`src/rtl/dmadts_pkg.sv`:
```
package dmadts_pkg;

	// Register offsets.
	localparam logic [7:0] REG_CTRL = 8'h00;
	localparam logic [7:0] REG_STATUS = 8'h01;
	localparam logic [7:0] REG_DEST_MODE = 8'h03;
	localparam logic [7:0] REG_TRIGGER_SELECT = 8'h04;
	localparam logic [7:0] REG_DEST_LOW = 8'h0a;
	localparam logic [7:0] REG_DEST_HIGH = 8'h0b;

	// Field positions.
	localparam int CTRL_ENABLE_BIT = 7;
	localparam int CTRL_SOFT_REQ_BIT = 4;
	localparam int CTRL_BURST_BIT = 0;
	localparam int STATUS_BUSY_BIT = 7;
	localparam int STATUS_INVALID_BIT = 1;
	localparam int STATUS_FOUND_BIT = 0;

	// Values after reset.
	localparam logic [7:0] RST_TRIGGER_SELECT = 8'h00;
	localparam logic [2:0] RST_DEST_MODE = 3'h0;
	localparam logic [15:0] RST_DEST_POINTER = 16'h0000;
	localparam logic [7:0] RST_READ_DATA = 8'h00;

	// Destination addressing codes.
	localparam logic [2:0] DEST_FIXED = 3'h0;
	localparam logic [2:0] DEST_INC = 3'h1;
	localparam logic [2:0] DEST_MASKED_BYTE_SEARCH = 3'h4;
	localparam logic [2:0] DEST_EITHER_BYTE_SEARCH = 3'h5;
	localparam logic [2:0] DEST_BYTE_PAIR_SEARCH = 3'h6;

	// Burst-length codes.
	localparam logic BURST_ONE_BYTE = 1'b0;
	localparam logic BURST_TWO_BYTE = 1'b1;

	// Trigger base codes.
	localparam logic [7:0] TRIG_OFF = 8'h00;
	localparam logic [7:0] BASE_EVENT_ROUTING = 8'h01;
	localparam logic [7:0] BASE_CONVERTER_IN = 8'h10;
	localparam logic [7:0] BASE_CONVERTER_OUT = 8'h15;
	localparam logic [7:0] BASE_TIMER_QUAD_FIRST = 8'h40;
	localparam logic [7:0] BASE_TIMER_DUAL_FIRST = 8'h46;
	localparam logic [7:0] BASE_SERIAL_PERIPH = 8'h4a;
	localparam logic [7:0] BASE_SERIAL_PORT_FIRST = 8'h4c;
	localparam logic [7:0] BASE_TIMER_DUAL_SECOND = 8'h66;
	localparam logic [7:0] BASE_SERIAL_PORT_SECOND = 8'h6c;

	// Per-event offsets.
	localparam logic [7:0] OFS_CH0 = 8'h00;
	localparam logic [7:0] OFS_CH1 = 8'h01;
	localparam logic [7:0] OFS_CH2 = 8'h02;
	localparam logic [7:0] OFS_TIMER_WRAP = 8'h00;
	localparam logic [7:0] OFS_TIMER_ERROR = 8'h01;
	localparam logic [7:0] OFS_COMPARE_CHAN_A = 8'h02;
	localparam logic [7:0] OFS_COMPARE_CHAN_B = 8'h03;
	localparam logic [7:0] OFS_COMPARE_CHAN_C = 8'h04;
	localparam logic [7:0] OFS_COMPARE_CHAN_D = 8'h05;
	localparam logic [7:0] OFS_RECEIVE_DONE = 8'h00;
	localparam logic [7:0] OFS_TX_HOLDING_EMPTY = 8'h01;

	// Request lines, in line-index order.
	localparam int NUM_LINES = 26;
	localparam logic [NUM_LINES-1:0] DEFAULT_PRESENT = 26'h3ffffff;
	localparam logic [7:0] LINE_CODE [NUM_LINES] = '{
		BASE_EVENT_ROUTING + OFS_CH0, BASE_EVENT_ROUTING + OFS_CH1, BASE_EVENT_ROUTING + OFS_CH2,
		BASE_CONVERTER_IN + OFS_CH0,
		BASE_CONVERTER_OUT + OFS_CH0, BASE_CONVERTER_OUT + OFS_CH1,
		BASE_TIMER_QUAD_FIRST + OFS_TIMER_WRAP, BASE_TIMER_QUAD_FIRST + OFS_TIMER_ERROR,
		BASE_TIMER_QUAD_FIRST + OFS_COMPARE_CHAN_A, BASE_TIMER_QUAD_FIRST + OFS_COMPARE_CHAN_B,
		BASE_TIMER_QUAD_FIRST + OFS_COMPARE_CHAN_C, BASE_TIMER_QUAD_FIRST + OFS_COMPARE_CHAN_D,
		BASE_TIMER_DUAL_FIRST + OFS_TIMER_WRAP, BASE_TIMER_DUAL_FIRST + OFS_TIMER_ERROR,
		BASE_TIMER_DUAL_FIRST + OFS_COMPARE_CHAN_A, BASE_TIMER_DUAL_FIRST + OFS_COMPARE_CHAN_B,
		BASE_TIMER_DUAL_SECOND + OFS_TIMER_WRAP, BASE_TIMER_DUAL_SECOND + OFS_TIMER_ERROR,
		BASE_TIMER_DUAL_SECOND + OFS_COMPARE_CHAN_A, BASE_TIMER_DUAL_SECOND + OFS_COMPARE_CHAN_B,
		BASE_SERIAL_PERIPH + OFS_CH0, BASE_SERIAL_PERIPH + OFS_CH1,
		BASE_SERIAL_PORT_FIRST + OFS_RECEIVE_DONE, BASE_SERIAL_PORT_FIRST + OFS_TX_HOLDING_EMPTY,
		BASE_SERIAL_PORT_SECOND + OFS_RECEIVE_DONE, BASE_SERIAL_PORT_SECOND + OFS_TX_HOLDING_EMPTY
	};

	// Channel state.
	typedef enum logic {
		CHAN_IDLE,
		CHAN_BUSY
	} dmadts_chan_t;

endpackage

```
`src/rtl/dmadts_dest_trigger.sv`:
```
`timescale 1ns/1ps
// How it works
// Mode 000 holds the destination pointer, 001 steps it per access; 010, 011, 111 reserved.
// Destination mode writes are ignored while the channel is busy.
// Mode 100: masked byte compare, low byte is data, high byte is mask.
// Mode 101: byte equal to low or high pointer byte matches, one-byte bursts only.
// Mode 110: low byte followed immediately by high byte matches.
// Eight-bit trigger select; zero leaves only software requests.
// A selection naming an absent unit never sees a request.
// Software must not clear or enable the selected source flag's interrupt.
// Taking a hardware request acknowledges and clears the source flag.
// Bases: event routing 0x01, input converter 0x10, output converter 0x15.
// Bases: quad timer 0x40, first dual timer 0x46, second dual timer 0x66.
// Bases: serial peripheral 0x4a, serial ports 0x4c and 0x6c.
// Each code is base plus offset and names one request line.
// Input converter offset 0; output converter offsets 0 and 1 are its channels.
// Event routing offsets 0, 1, 2 are routing channels 0, 1, 2.
// Timer offsets: wrap, error, compare A to D; C, D only on quad timer.
// Serial port offset 0 is receive done, 1 is transmit holding empty.
// Serial peripheral: both offsets transfer done, or receive done and holding empty buffered.
// Burst size 0 is one byte, 1 two bytes; byte searches need one byte.
// Busy sets on start, clears on disable, completion or error.
// In search modes the pointer pair is the pattern and never moves.
// A match sets a sticky found flag and ends the transaction.
module dmadts_dest_trigger #(
	parameter logic [dmadts_pkg::NUM_LINES-1:0] LINE_PRESENT = dmadts_pkg::DEFAULT_PRESENT
) (
	// Clock and reset.
	input logic clk,
	input logic nrst,
	// Register port.
	input logic [7:0] reg_addr,
	input logic [7:0] reg_wdata,
	input logic reg_wr,
	input logic reg_rd,
	output logic [7:0] reg_rdata,
	// Event routing and converters.
	input logic [2:0] event_req,
	input logic converter_in_req,
	input logic [1:0] converter_out_req,
	// Timers, bit order wrap, error, compare A, B, C, D.
	input logic [5:0] timer_quad_first_req,
	input logic [3:0] timer_dual_first_req,
	input logic [3:0] timer_dual_second_req,
	// Serial peripheral.
	input logic spi_buffered,
	input logic spi_xfer_done,
	input logic spi_receive_done,
	input logic spi_tx_holding_empty,
	// Serial ports, bit 0 receive done, bit 1 transmit holding empty.
	input logic [1:0] serial_port_first_req,
	input logic [1:0] serial_port_second_req,
	// Acknowledge back to the sources, by line index.
	output logic [dmadts_pkg::NUM_LINES-1:0] req_ack,
	// Rest of the channel.
	input logic beat_done,
	input logic xfer_complete,
	input logic xfer_error,
	input logic data_valid,
	input logic [7:0] data_byte,
	output logic transfer_start,
	output logic channel_active_flag,
	output logic search_match,
	output logic [15:0] dest_pointer,
	output logic [2:0] dest_addr_mode,
	output logic burst_size
);

	dmadts_pkg::dmadts_chan_t state;
	dmadts_pkg::dmadts_chan_t next_state;
	logic enable;
	logic soft_pend;
	logic found;
	logic [7:0] trigger_select;
	logic [dmadts_pkg::NUM_LINES-1:0] line_req;
	logic [dmadts_pkg::NUM_LINES-1:0] line_hit;
	logic hw_request;
	logic spi_line0;
	logic spi_line1;
	logic busy;
	logic idle_start;
	logic chan_end;
	logic wr_ctrl;
	logic wr_status;
	logic wr_mode;
	logic wr_trigger;
	logic wr_low;
	logic wr_high;
	logic soft_transfer_request;
	logic is_search;
	logic mode_invalid;
	logic [7:0] ctrl_value;
	logic [7:0] status_value;
	logic [7:0] next_rdata;
	logic [15:0] next_dest_pointer;
	logic next_soft_pend;
	logic next_found;

	// Serial peripheral lines depend on its buffer mode.
	assign spi_line0 = spi_buffered ? spi_receive_done : spi_xfer_done;
	assign spi_line1 = spi_buffered ? spi_tx_holding_empty : spi_xfer_done;

	// Line order follows the code table: routing, converters, timers, serial units.
	// Channels C and D exist only on the quad timer, so the dual timers carry four lines.
	assign line_req = {serial_port_second_req, serial_port_first_req, spi_line1, spi_line0,
		timer_dual_second_req, timer_dual_first_req, timer_quad_first_req,
		converter_out_req, converter_in_req, event_req};

	dmadts_trigger_decode #(
		.LINE_PRESENT(LINE_PRESENT)
	) u_decode (
		.clk(clk),
		.nrst(nrst),
		.trigger_select(trigger_select),
		.line_req(line_req),
		.line_hit(line_hit),
		.hw_request(hw_request)
	);

	// Register decode.
	assign wr_ctrl = reg_wr && reg_addr == dmadts_pkg::REG_CTRL;
	assign wr_status = reg_wr && reg_addr == dmadts_pkg::REG_STATUS;
	assign wr_mode = reg_wr && reg_addr == dmadts_pkg::REG_DEST_MODE;
	assign wr_trigger = reg_wr && reg_addr == dmadts_pkg::REG_TRIGGER_SELECT;
	assign wr_low = reg_wr && reg_addr == dmadts_pkg::REG_DEST_LOW;
	assign wr_high = reg_wr && reg_addr == dmadts_pkg::REG_DEST_HIGH;
	assign soft_transfer_request = wr_ctrl && reg_wdata[dmadts_pkg::CTRL_SOFT_REQ_BIT];

	// Channel sequencing.
	assign busy = state == dmadts_pkg::CHAN_BUSY;
	assign idle_start = !busy && enable && (hw_request || soft_pend);
	assign chan_end = busy && (!enable || xfer_complete || xfer_error || search_match);
	assign transfer_start = idle_start;
	assign channel_active_flag = busy;

	// A hardware request consumes the source flag when taken; a source interrupt on it may never be seen.
	assign req_ack = line_hit & {dmadts_pkg::NUM_LINES{idle_start}};

	always_comb begin
		next_state = state;
		unique case (state)
			dmadts_pkg::CHAN_IDLE: begin
				if (idle_start) begin
					next_state = dmadts_pkg::CHAN_BUSY;
				end
			end
			dmadts_pkg::CHAN_BUSY: begin
				if (chan_end) begin
					next_state = dmadts_pkg::CHAN_IDLE;
				end
			end
		endcase
	end

	// A new software request wins over its own consumption in the same cycle.
	assign next_soft_pend = soft_transfer_request ? 1'b1 : ((idle_start || !enable) ? 1'b0 : soft_pend);

	// Searching.
	assign is_search = dest_addr_mode == dmadts_pkg::DEST_MASKED_BYTE_SEARCH
		|| dest_addr_mode == dmadts_pkg::DEST_EITHER_BYTE_SEARCH
		|| dest_addr_mode == dmadts_pkg::DEST_BYTE_PAIR_SEARCH;
	// Reserved codes, and byte searches under two-byte bursts, are flagged and never match.
	assign mode_invalid = (!is_search && dest_addr_mode != dmadts_pkg::DEST_FIXED && dest_addr_mode != dmadts_pkg::DEST_INC)
		|| (burst_size == dmadts_pkg::BURST_TWO_BYTE && (dest_addr_mode == dmadts_pkg::DEST_MASKED_BYTE_SEARCH
		|| dest_addr_mode == dmadts_pkg::DEST_EITHER_BYTE_SEARCH));

	dmadts_search u_search (
		.clk(clk),
		.nrst(nrst),
		.dest_addr_mode(dest_addr_mode),
		.dest_pointer_low(dest_pointer[7:0]),
		.dest_pointer_high(dest_pointer[15:8]),
		.burst_size(burst_size),
		.restart(idle_start),
		.byte_valid(data_valid && busy),
		.byte_data(data_byte),
		.match(search_match)
	);

	// The found flag sets over a simultaneous write-one clear.
	assign next_found = search_match ? 1'b1 : ((wr_status && reg_wdata[dmadts_pkg::STATUS_FOUND_BIT]) ? 1'b0 : found);

	// Software may load the pointer only while idle, so hardware stepping has no rival.
	// Only the increment mode steps it; search modes keep it as the pattern.
	assign next_dest_pointer = (!busy && wr_low) ? {dest_pointer[15:8], reg_wdata}
		: (!busy && wr_high) ? {reg_wdata, dest_pointer[7:0]}
		: (busy && beat_done && dest_addr_mode == dmadts_pkg::DEST_INC) ? dest_pointer + 16'h0001
		: dest_pointer;

	// Read data.
	assign ctrl_value = {enable, 6'h00, burst_size};
	assign status_value = {busy, 5'h00, mode_invalid, found};
	assign next_rdata = !reg_rd ? dmadts_pkg::RST_READ_DATA
		: (reg_addr == dmadts_pkg::REG_CTRL) ? ctrl_value
		: (reg_addr == dmadts_pkg::REG_STATUS) ? status_value
		: (reg_addr == dmadts_pkg::REG_DEST_MODE) ? {5'h00, dest_addr_mode}
		: (reg_addr == dmadts_pkg::REG_TRIGGER_SELECT) ? trigger_select
		: (reg_addr == dmadts_pkg::REG_DEST_LOW) ? dest_pointer[7:0]
		: (reg_addr == dmadts_pkg::REG_DEST_HIGH) ? dest_pointer[15:8]
		: dmadts_pkg::RST_READ_DATA;

	always_ff @(posedge clk or negedge nrst) begin
		if (!nrst) begin
			state <= dmadts_pkg::CHAN_IDLE;
			soft_pend <= 1'b0;
			found <= 1'b0;
			dest_pointer <= dmadts_pkg::RST_DEST_POINTER;
			reg_rdata <= dmadts_pkg::RST_READ_DATA;
		end else begin
			state <= next_state;
			soft_pend <= next_soft_pend;
			found <= next_found;
			dest_pointer <= next_dest_pointer;
			reg_rdata <= next_rdata;
		end
	end

	always_ff @(posedge clk or negedge nrst) begin
		if (!nrst) begin
			enable <= 1'b0;
			trigger_select <= dmadts_pkg::RST_TRIGGER_SELECT;
		end else begin
			if (wr_ctrl) begin
				enable <= reg_wdata[dmadts_pkg::CTRL_ENABLE_BIT];
			end
			if (wr_trigger) begin
				trigger_select <= reg_wdata;
			end
		end
	end

	// Mode and burst size freeze while busy.
	always_ff @(posedge clk or negedge nrst) begin
		if (!nrst) begin
			dest_addr_mode <= dmadts_pkg::RST_DEST_MODE;
			burst_size <= dmadts_pkg::BURST_ONE_BYTE;
		end else if (!busy) begin
			if (wr_mode) begin
				dest_addr_mode <= reg_wdata[2:0];
			end
			if (wr_ctrl) begin
				burst_size <= reg_wdata[dmadts_pkg::CTRL_BURST_BIT];
			end
		end
	end
endmodule // dmadts_dest_trigger

```
`src/rtl/dmadts_trigger_decode.sv`:
```
`timescale 1ns/1ps
module dmadts_trigger_decode #(
	parameter logic [dmadts_pkg::NUM_LINES-1:0] LINE_PRESENT = dmadts_pkg::DEFAULT_PRESENT
) (
	// Clock and reset, used by the checks only.
	input logic clk,
	input logic nrst,
	// Selection and request lines.
	input logic [7:0] trigger_select,
	input logic [dmadts_pkg::NUM_LINES-1:0] line_req,
	// Decoded result.
	output logic [dmadts_pkg::NUM_LINES-1:0] line_hit,
	output logic hw_request
);

	genvar i;
	generate
		for (i = 0; i < dmadts_pkg::NUM_LINES; i++) begin : g_line
			// Each sum of base and offset is one distinct line; absent units never hit.
			assign line_hit[i] = LINE_PRESENT[i] && line_req[i] && (trigger_select == dmadts_pkg::LINE_CODE[i]);

		end
	endgenerate

	// A zero selection matches no line code, so only software can start.
	assign hw_request = |line_hit;
endmodule // dmadts_trigger_decode

```
`src/rtl/dmadts_search.sv`:
```
`timescale 1ns/1ps
module dmadts_search (
	// Clock and reset.
	input logic clk,
	input logic nrst,
	// Configuration.
	input logic [2:0] dest_addr_mode,
	input logic [7:0] dest_pointer_low,
	input logic [7:0] dest_pointer_high,
	input logic burst_size,
	// Byte stream.
	input logic restart,
	input logic byte_valid,
	input logic [7:0] byte_data,
	// Result.
	output logic match
);

	logic first_hit;
	logic one_byte;
	logic masked_hit;
	logic either_hit;
	logic pair_hit;

	assign one_byte = burst_size == dmadts_pkg::BURST_ONE_BYTE;
	assign masked_hit = one_byte && (dest_addr_mode == dmadts_pkg::DEST_MASKED_BYTE_SEARCH)
		&& (((byte_data ^ dest_pointer_low) & dest_pointer_high) == 8'h00);
	assign either_hit = one_byte && (dest_addr_mode == dmadts_pkg::DEST_EITHER_BYTE_SEARCH)
		&& (byte_data == dest_pointer_low || byte_data == dest_pointer_high);
	assign pair_hit = (dest_addr_mode == dmadts_pkg::DEST_BYTE_PAIR_SEARCH) && first_hit
		&& (byte_data == dest_pointer_high);
	assign match = byte_valid && (masked_hit || either_hit || pair_hit);

	// Any byte in between breaks the pair, since the flag is rewritten on every byte.
	always_ff @(posedge clk or negedge nrst) begin
		if (!nrst) begin
			first_hit <= 1'b0;
		end else if (restart) begin
			first_hit <= 1'b0;
		end else if (byte_valid) begin
			first_hit <= (dest_addr_mode == dmadts_pkg::DEST_BYTE_PAIR_SEARCH) && (byte_data == dest_pointer_low);
		end
	end
endmodule // dmadts_search

```
`config.mk`:
```
export PLATFORM = sky130hd
export DESIGN_NAME = dmadts_dest_trigger
export DESIGN_NICKNAME = d
export VERILOG_FILES = /design/src/rtl/dmadts_pkg.sv /design/src/rtl/dmadts_dest_trigger.sv /design/src/rtl/dmadts_trigger_decode.sv /design/src/rtl/dmadts_search.sv
export SDC_FILE = /design/constraint.sdc
export NUM_CORES = 1
export LEC_CHECK = 0
export BUFFER_PORTS_ARGS = -buffer_cell sky130_fd_sc_hd__buf_2
export CAP_MARGIN = 20
export CELL_PAD_IN_SITES_DETAIL_PLACEMENT = 1
export CELL_PAD_IN_SITES_GLOBAL_PLACEMENT = 2
export CORE_MARGIN = 2
export CORE_UTILIZATION = 31
export CTS_BUF_LIST = sky130_fd_sc_hd__clkbuf_4
export DETAILED_ROUTE_END_ITERATION = 10
export PLACE_DENSITY = 0.89
export SLEW_MARGIN = 10
export SYNTH_ARGS = -nofsm -noshare
export SYNTH_HDL_FRONTEND = slang
export SYNTH_SLANG_ARGS = --single-unit
export TNS_END_PERCENT = 30
```
`constraint.sdc`:
```
create_clock -name clk -period 11 [get_ports clk]
set_input_delay 3.3 -clock clk [delete_from_list [all_inputs] [get_ports clk]]
set_output_delay 3.3 -clock clk [all_outputs]
set_load 0.01 [all_outputs]
```
======== Word level (Yosys, flattened, before mapping) ========
Cells that the tools add are included.
storage, ports and cells
  output and inout bits ................... 57
  logic and storage cells ................. 158
  register bits after elaboration ......... 41
  bits of input ports ..................... 60
cells by class
  add/subtract/negate cells ............... 1
  bitwise operators ....................... 6
  eq/ne operators ......................... 39
  reductions and logical operators ........ 80
  muxes and demuxes ....................... 21
operators with widths
  operator                 number
  $eq A8 B7 Y1 const B     20
  $mux W8                  8
  $logic_and A1 B1 Y1      53
  $mux W16                 2
  $and A26 B26 Y26         1
  $reduce_or A26 Y1        1
  $eq A8 B2 Y1 const B     3
  $eq A8 B5 Y1 const B     3
  $add A16 B1 Y16 const B  1
  $eq A8 B1 Y1 const B     2
  $eq A8 B4 Y1 const B     2
  $eq A8 B8 Y1             2
  $logic_not A8 Y1         2
  $logic_or A1 B1 Y1       11
  $mux W1                  10
  $reduce_bool A2 Y1       5
  $eq A3 B3 Y1 const B     3
  $and A8 B8 Y8            1
  $eq A8 B3 Y1 const B     1
  $reduce_and A2 Y1        4
  $xor A8 B8 Y8            1
  $eq A3 B1 Y1 const B     1
  $logic_not A1 Y1         3
  $ne A3 B1 Y1 const B     1
  other kinds (4)          6

======== Longest topological paths before layout ========
  depth in word-level cells ............... 11
  depth in mapped cells ................... 10
  gate-level depth less buffers ........... 6

======== By module ========
From an unflattened synthesis, not the netlist that was laid out.
second synthesis, totals
  cell total of the unflattened synthesis .. 395
  area total of the unflattened synthesis .. 3394.5 um^2
by module, submodules not included
  module                 area an instance (um^2)  sequential area each (um^2)  instances  cells each
  dmadts_dest_trigger    2432.3                   1001.0                       1          262
  dmadts_trigger_decode  659.4                    0.0                          1          94
  dmadts_search          302.8                    25.0                         1          39

======== Worst setup path before layout ========
No wires, ideal clock.
  path kind ............................... input port to output port
  start ................................... in event_req[1]
  end ..................................... out req_ack[11] in the netlist's numbering
  setup slack ............................. 2.958 ns
  cell stages on the path ................. 7
  path buffers ............................ 1
  data required time ...................... 7.700 ns
  arrival time ............................ 4.742 ns
  cell sequence ........................... mux2_4 > a22o_1 > a22o_1 > nor4_2 > and2_1 > buf_6 > and4b_1
between the ends
  cells in the longest elaborated chain, start to end .. 5
ends and longest elaborated chain
  item                 line                         RTL
  start, declared      dmadts_dest_trigger.sv:38    input logic [2:0] event_req,
  $logic_and A1 B1 Y1  dmadts_trigger_decode.sv:20  assign line_hit[i] = LINE_PRESENT[i] && line_req[i] && (trigger_select == dmadts_pkg::LINE_CODE[i]);
  $reduce_or A26 Y1    dmadts_trigger_decode.sv:26  assign hw_request = |line_hit;
  $logic_or A1 B1 Y1   dmadts_dest_trigger.sv:131   assign idle_start = !busy && enable && (hw_request || soft_pend);
  $logic_and A1 B1 Y1  dmadts_dest_trigger.sv:131
  $and A26 B26 Y26     dmadts_dest_trigger.sv:137   assign req_ack = line_hit & {dmadts_pkg::NUM_LINES{idle_start}};
  end, declared        dmadts_dest_trigger.sv:54    output logic [dmadts_pkg::NUM_LINES-1:0] req_ack,
Every way passes these cells.

======== Worst setup path after layout ========
  start ................................... in timer_dual_first_req[2]
  end ..................................... out req_ack[11] in the netlist's numbering
between the ends
  cells in the longest elaborated chain, start to end .. 5
ends and longest elaborated chain
  item                 line                         RTL
  start, declared      dmadts_dest_trigger.sv:43    input logic [3:0] timer_dual_first_req,
  $logic_and A1 B1 Y1  dmadts_trigger_decode.sv:20
  $reduce_or A26 Y1    dmadts_trigger_decode.sv:26
  $logic_or A1 B1 Y1   dmadts_dest_trigger.sv:131
  $logic_and A1 B1 Y1  dmadts_dest_trigger.sv:131
  $and A26 B26 Y26     dmadts_dest_trigger.sv:137
Every way passes these cells.

==> impl_metrics.json <==
{
  "path_depth": 8,
  "synth_top_area_share_pct": 31.3,
  "rsz0062_at_grt": "no",
  "hpwl_um": 9280,
  "firstDrtPassIters": 4,
  "drv_slew": 0,
  "reg2reg_slack_ns": 8.48,
  "layout-drive-gt1-share_pct": 32.2,
  "syn_area_um2": 3280,
  "routed_wl_um": 11900,
  "diodes": 0,
  "p_per_area_nw_per_um2": 85.3,
  "dieHeight_um": 107,
  "fin_nets": 551,
  "r2r_cells": 6,
  "maxCapViolCount": 0,
  "crit_top_cell": "buf_2",
  "cts_tree": "yes",
  "port_buffers": 116,
  "start_util_pct": 31.9,
  "hold_viol_final": 0,
  "yosys_warnings": 0,
  "fmax_mhz": 115,
  "status": "completed",
  "grt_use_total_pct": 20.8,
  "clock_latency_ns": 0.34,
  "period_needed_ns": 8.73,
  "area_growth_pct": 22.2,
  "clk_path_buf_depth": 2,
  "fin_crit_sh_pct": 79.4,
  "grt_pass1_wl_um": 18900,
  "crit_buf_inv": 2,
  "cp-end-kind": "output port",
  "vias": 3486,
  "layout_commonest_cell": "buf_2",
  "syn_inst": 387,
  "crit_path_top_delay_cell": "and2_1",
  "detail-route-antenna-nets": 0,
  "postLayoutCellArea_um2": 4010,
  "startpoint": "timer_dual_first_req[2]",
  "crit_chain": "buf_2 > mux2i_1 > o32a_1 > nor2_1 > o41ai_1 > and2_1 > and4b_1 > buf_2",
  "tightest_slew_ns": 0.949,
  "cp-endpoint": "req_ack[11]",
  "finalPower_mw": 0.342,
  "r2r_start": "trigger_select[2]",
  "core_area_um2": 10300,
  "hold_path.class": "flip-flop to flip-flop",
  "ys_seq_area_share_pct": 31.3,
  "cts_root_buffer": "clkbuf_4",
  "dieArea_um2": 11400,
  "cts-hold-fix-buffers": 0,
  "cts_sinks": 41,
  "remaining_drc_errors": 0,
  "antenna_found_initial": 0,
  "viasPerCell": 5.56,
  "rr_endpoint": "channel_active_flag",
  "path_delay_family": "simple AND/OR/NAND/NOR gates",
  "ys_types": 61,
  "gp_congestion": 0.896,
  "startpoint_type": "input pin",
  "synthFlopType": "dfrtp_1",
  "placed_cell_area_um2": 3930,
  "grt_max_degree": 42,
  "path_class": "input pin to output port",
  "post_cts_buffers": 0,
  "p_leak_nw": 1.82,
  "synth_top_area_cell": "dfrtp_1",
  "drt_iter0_markers": 164,
  "place_ws_ns": 2.29,
  "first_global_vias": 3470,
  "synth_seq_cells": 41,
  "layout_setup_ws_ns": 2.27,
  "skew_ns": 0.00582,
  "htree_levels": 2,
  "crit_required_ns": 7.70,
  "setup_violations": 0,
  "avgSynthCellArea_um2": 8.47,
  "grt_overflow_total": 0,
  "cts_resized": 0,
  "fin_setup_tns_ns": 0,
  "crit_path_max_incr_delay_ns": 0.64,
  "async_flop_share_pct": 100,
  "arrival_ns": 5.43,
  "vdd_drop_max_mv": 0.0583,
  "syn_nets": 448,
  "final_cell_mix": "buf_2 (116), nand2_1 (45), nor2_1 (43)",
  "hold_depth": 2,
  "path_max_fanout": 17,
  "num_io_pins": 117,
  "path_clk_slew_ns": 0.12,
  "synth.top_cells.by_area": "dfrtp_1 (31%), mux2_2 (5.8%), nand2_1 (5.2%), nor2_1 (4.9%), xnor2_1 (4.5%)",
  "numCtsBuffers": 5,
  "num_rows": 37,
  "fp.dieW_um": 107,
  "relSlewSlack_pct": 36.8,
  "synth_edf_count": 0,
  "wire_per_inst_um": 18.9
}
-- final cells by class --
type / instances / area, um^2
clock inverters: 2 / 33.8
multi-input cells: 317 / 2110
flip-flops and latches: 41 / 1030
repair buffers: 118 / 596
clock buffers: 6 / 45.0
well taps: 136 / 170
inverters: 7 / 26.3
fillers: 1288 / 6270
-- flip-flops by register name, indices dropped and copies added, names as in the netlist --
signal	flops
burst_size	1
reg_rdata	8
u_search.first_hit	1
enable	1
dest_addr_mode	3
trigger_select	8
found	1
soft_pend	1
channel_active_flag	1
dest_pointer	16
-- stage by stage --
stage          hold slack, ns  util (%)  std cells
6_report                0.519      39.0        627
5_1_grt                 0.550      39.0        627
4_1_cts                 0.526      39.0        627
3_5_place_dp            0.494      38.2        619
3_3_place_gp            0.477      38.2        619
2_1_floorplan           0.458         -        387
-- cell families after synthesis --
logic type / Yosys count / share of synthesized area (%)
AO/OA/AOI/OAI: 58 / 11.8
multiplexers: 30 / 9.97
XOR/XNOR: 30 / 8.02
AND/OR/NAND/NOR: 198 / 34.2
flip-flops: 41 / 31.3
buffers and inverters: 29 / 4.35
adder cells (fa/ha/maj): 1 / 0.382
-- tightest hold or removal path: stages, from the launching register on --
cell	delay, ns
dfrtp_1	0.36
nand3_1	0.08
nand2_1	0.06
-- per-layer routing --
layer	track usage, %	vias up	wire [um]	part of all wire [%]
met3	2.74	8	663	5.6
met1	28.6	1727	5510	46
met4	3.43	0	94	0.79
met5	0	-	0	0
met2	35.6	128	5590	47
li1	-	1623	-	-
-- synth_stat cells (4+ instances only) --
| master | number |
|---|---|
| nand2_1 | 45 |
| nor2_1 | 43 |
| dfrtp_1 | 41 |
| nand3_1 | 18 |
| mux2_2 | 17 |
| xnor2_1 | 17 |
| a21oi_1 | 14 |
| nand4_1 | 14 |
| nor3_1 | 14 |
| o21ai_0 | 13 |
| xor2_1 | 13 |
| mux2i_1 | 12 |
| buf_2 | 9 |
| clkbuf_1 | 9 |
| and4_1 | 8 |
| inv_1 | 7 |
| nand2b_1 | 7 |
| nor4_2 | 7 |
| and3_1 | 5 |
| nand3b_1 | 5 |
| nor4_1 | 5 |
| nor2b_1 | 4 |
| nor3b_1 | 4 |
-- how the worst min path moves through the flow --
stage	from	endpoint	slack, ns
finish	soft_pend	soft_pend	0.52
floorplan	found	found	0.46
global route	soft_pend	soft_pend	0.55
detailed placement	soft_pend	soft_pend	0.49
CTS	soft_pend	soft_pend	0.53
global placement	found	found	0.48
-- power breakdown --
part	switching [mW]	internal [mW]	leakage, nW
logic	0.0397	0.0301	1.22
clock network	0.0486	0.0498	0.0433
registers	0.0174	0.156	0.562
total	0.106	0.236	1.82
Power figures use the tool's default switching activity.
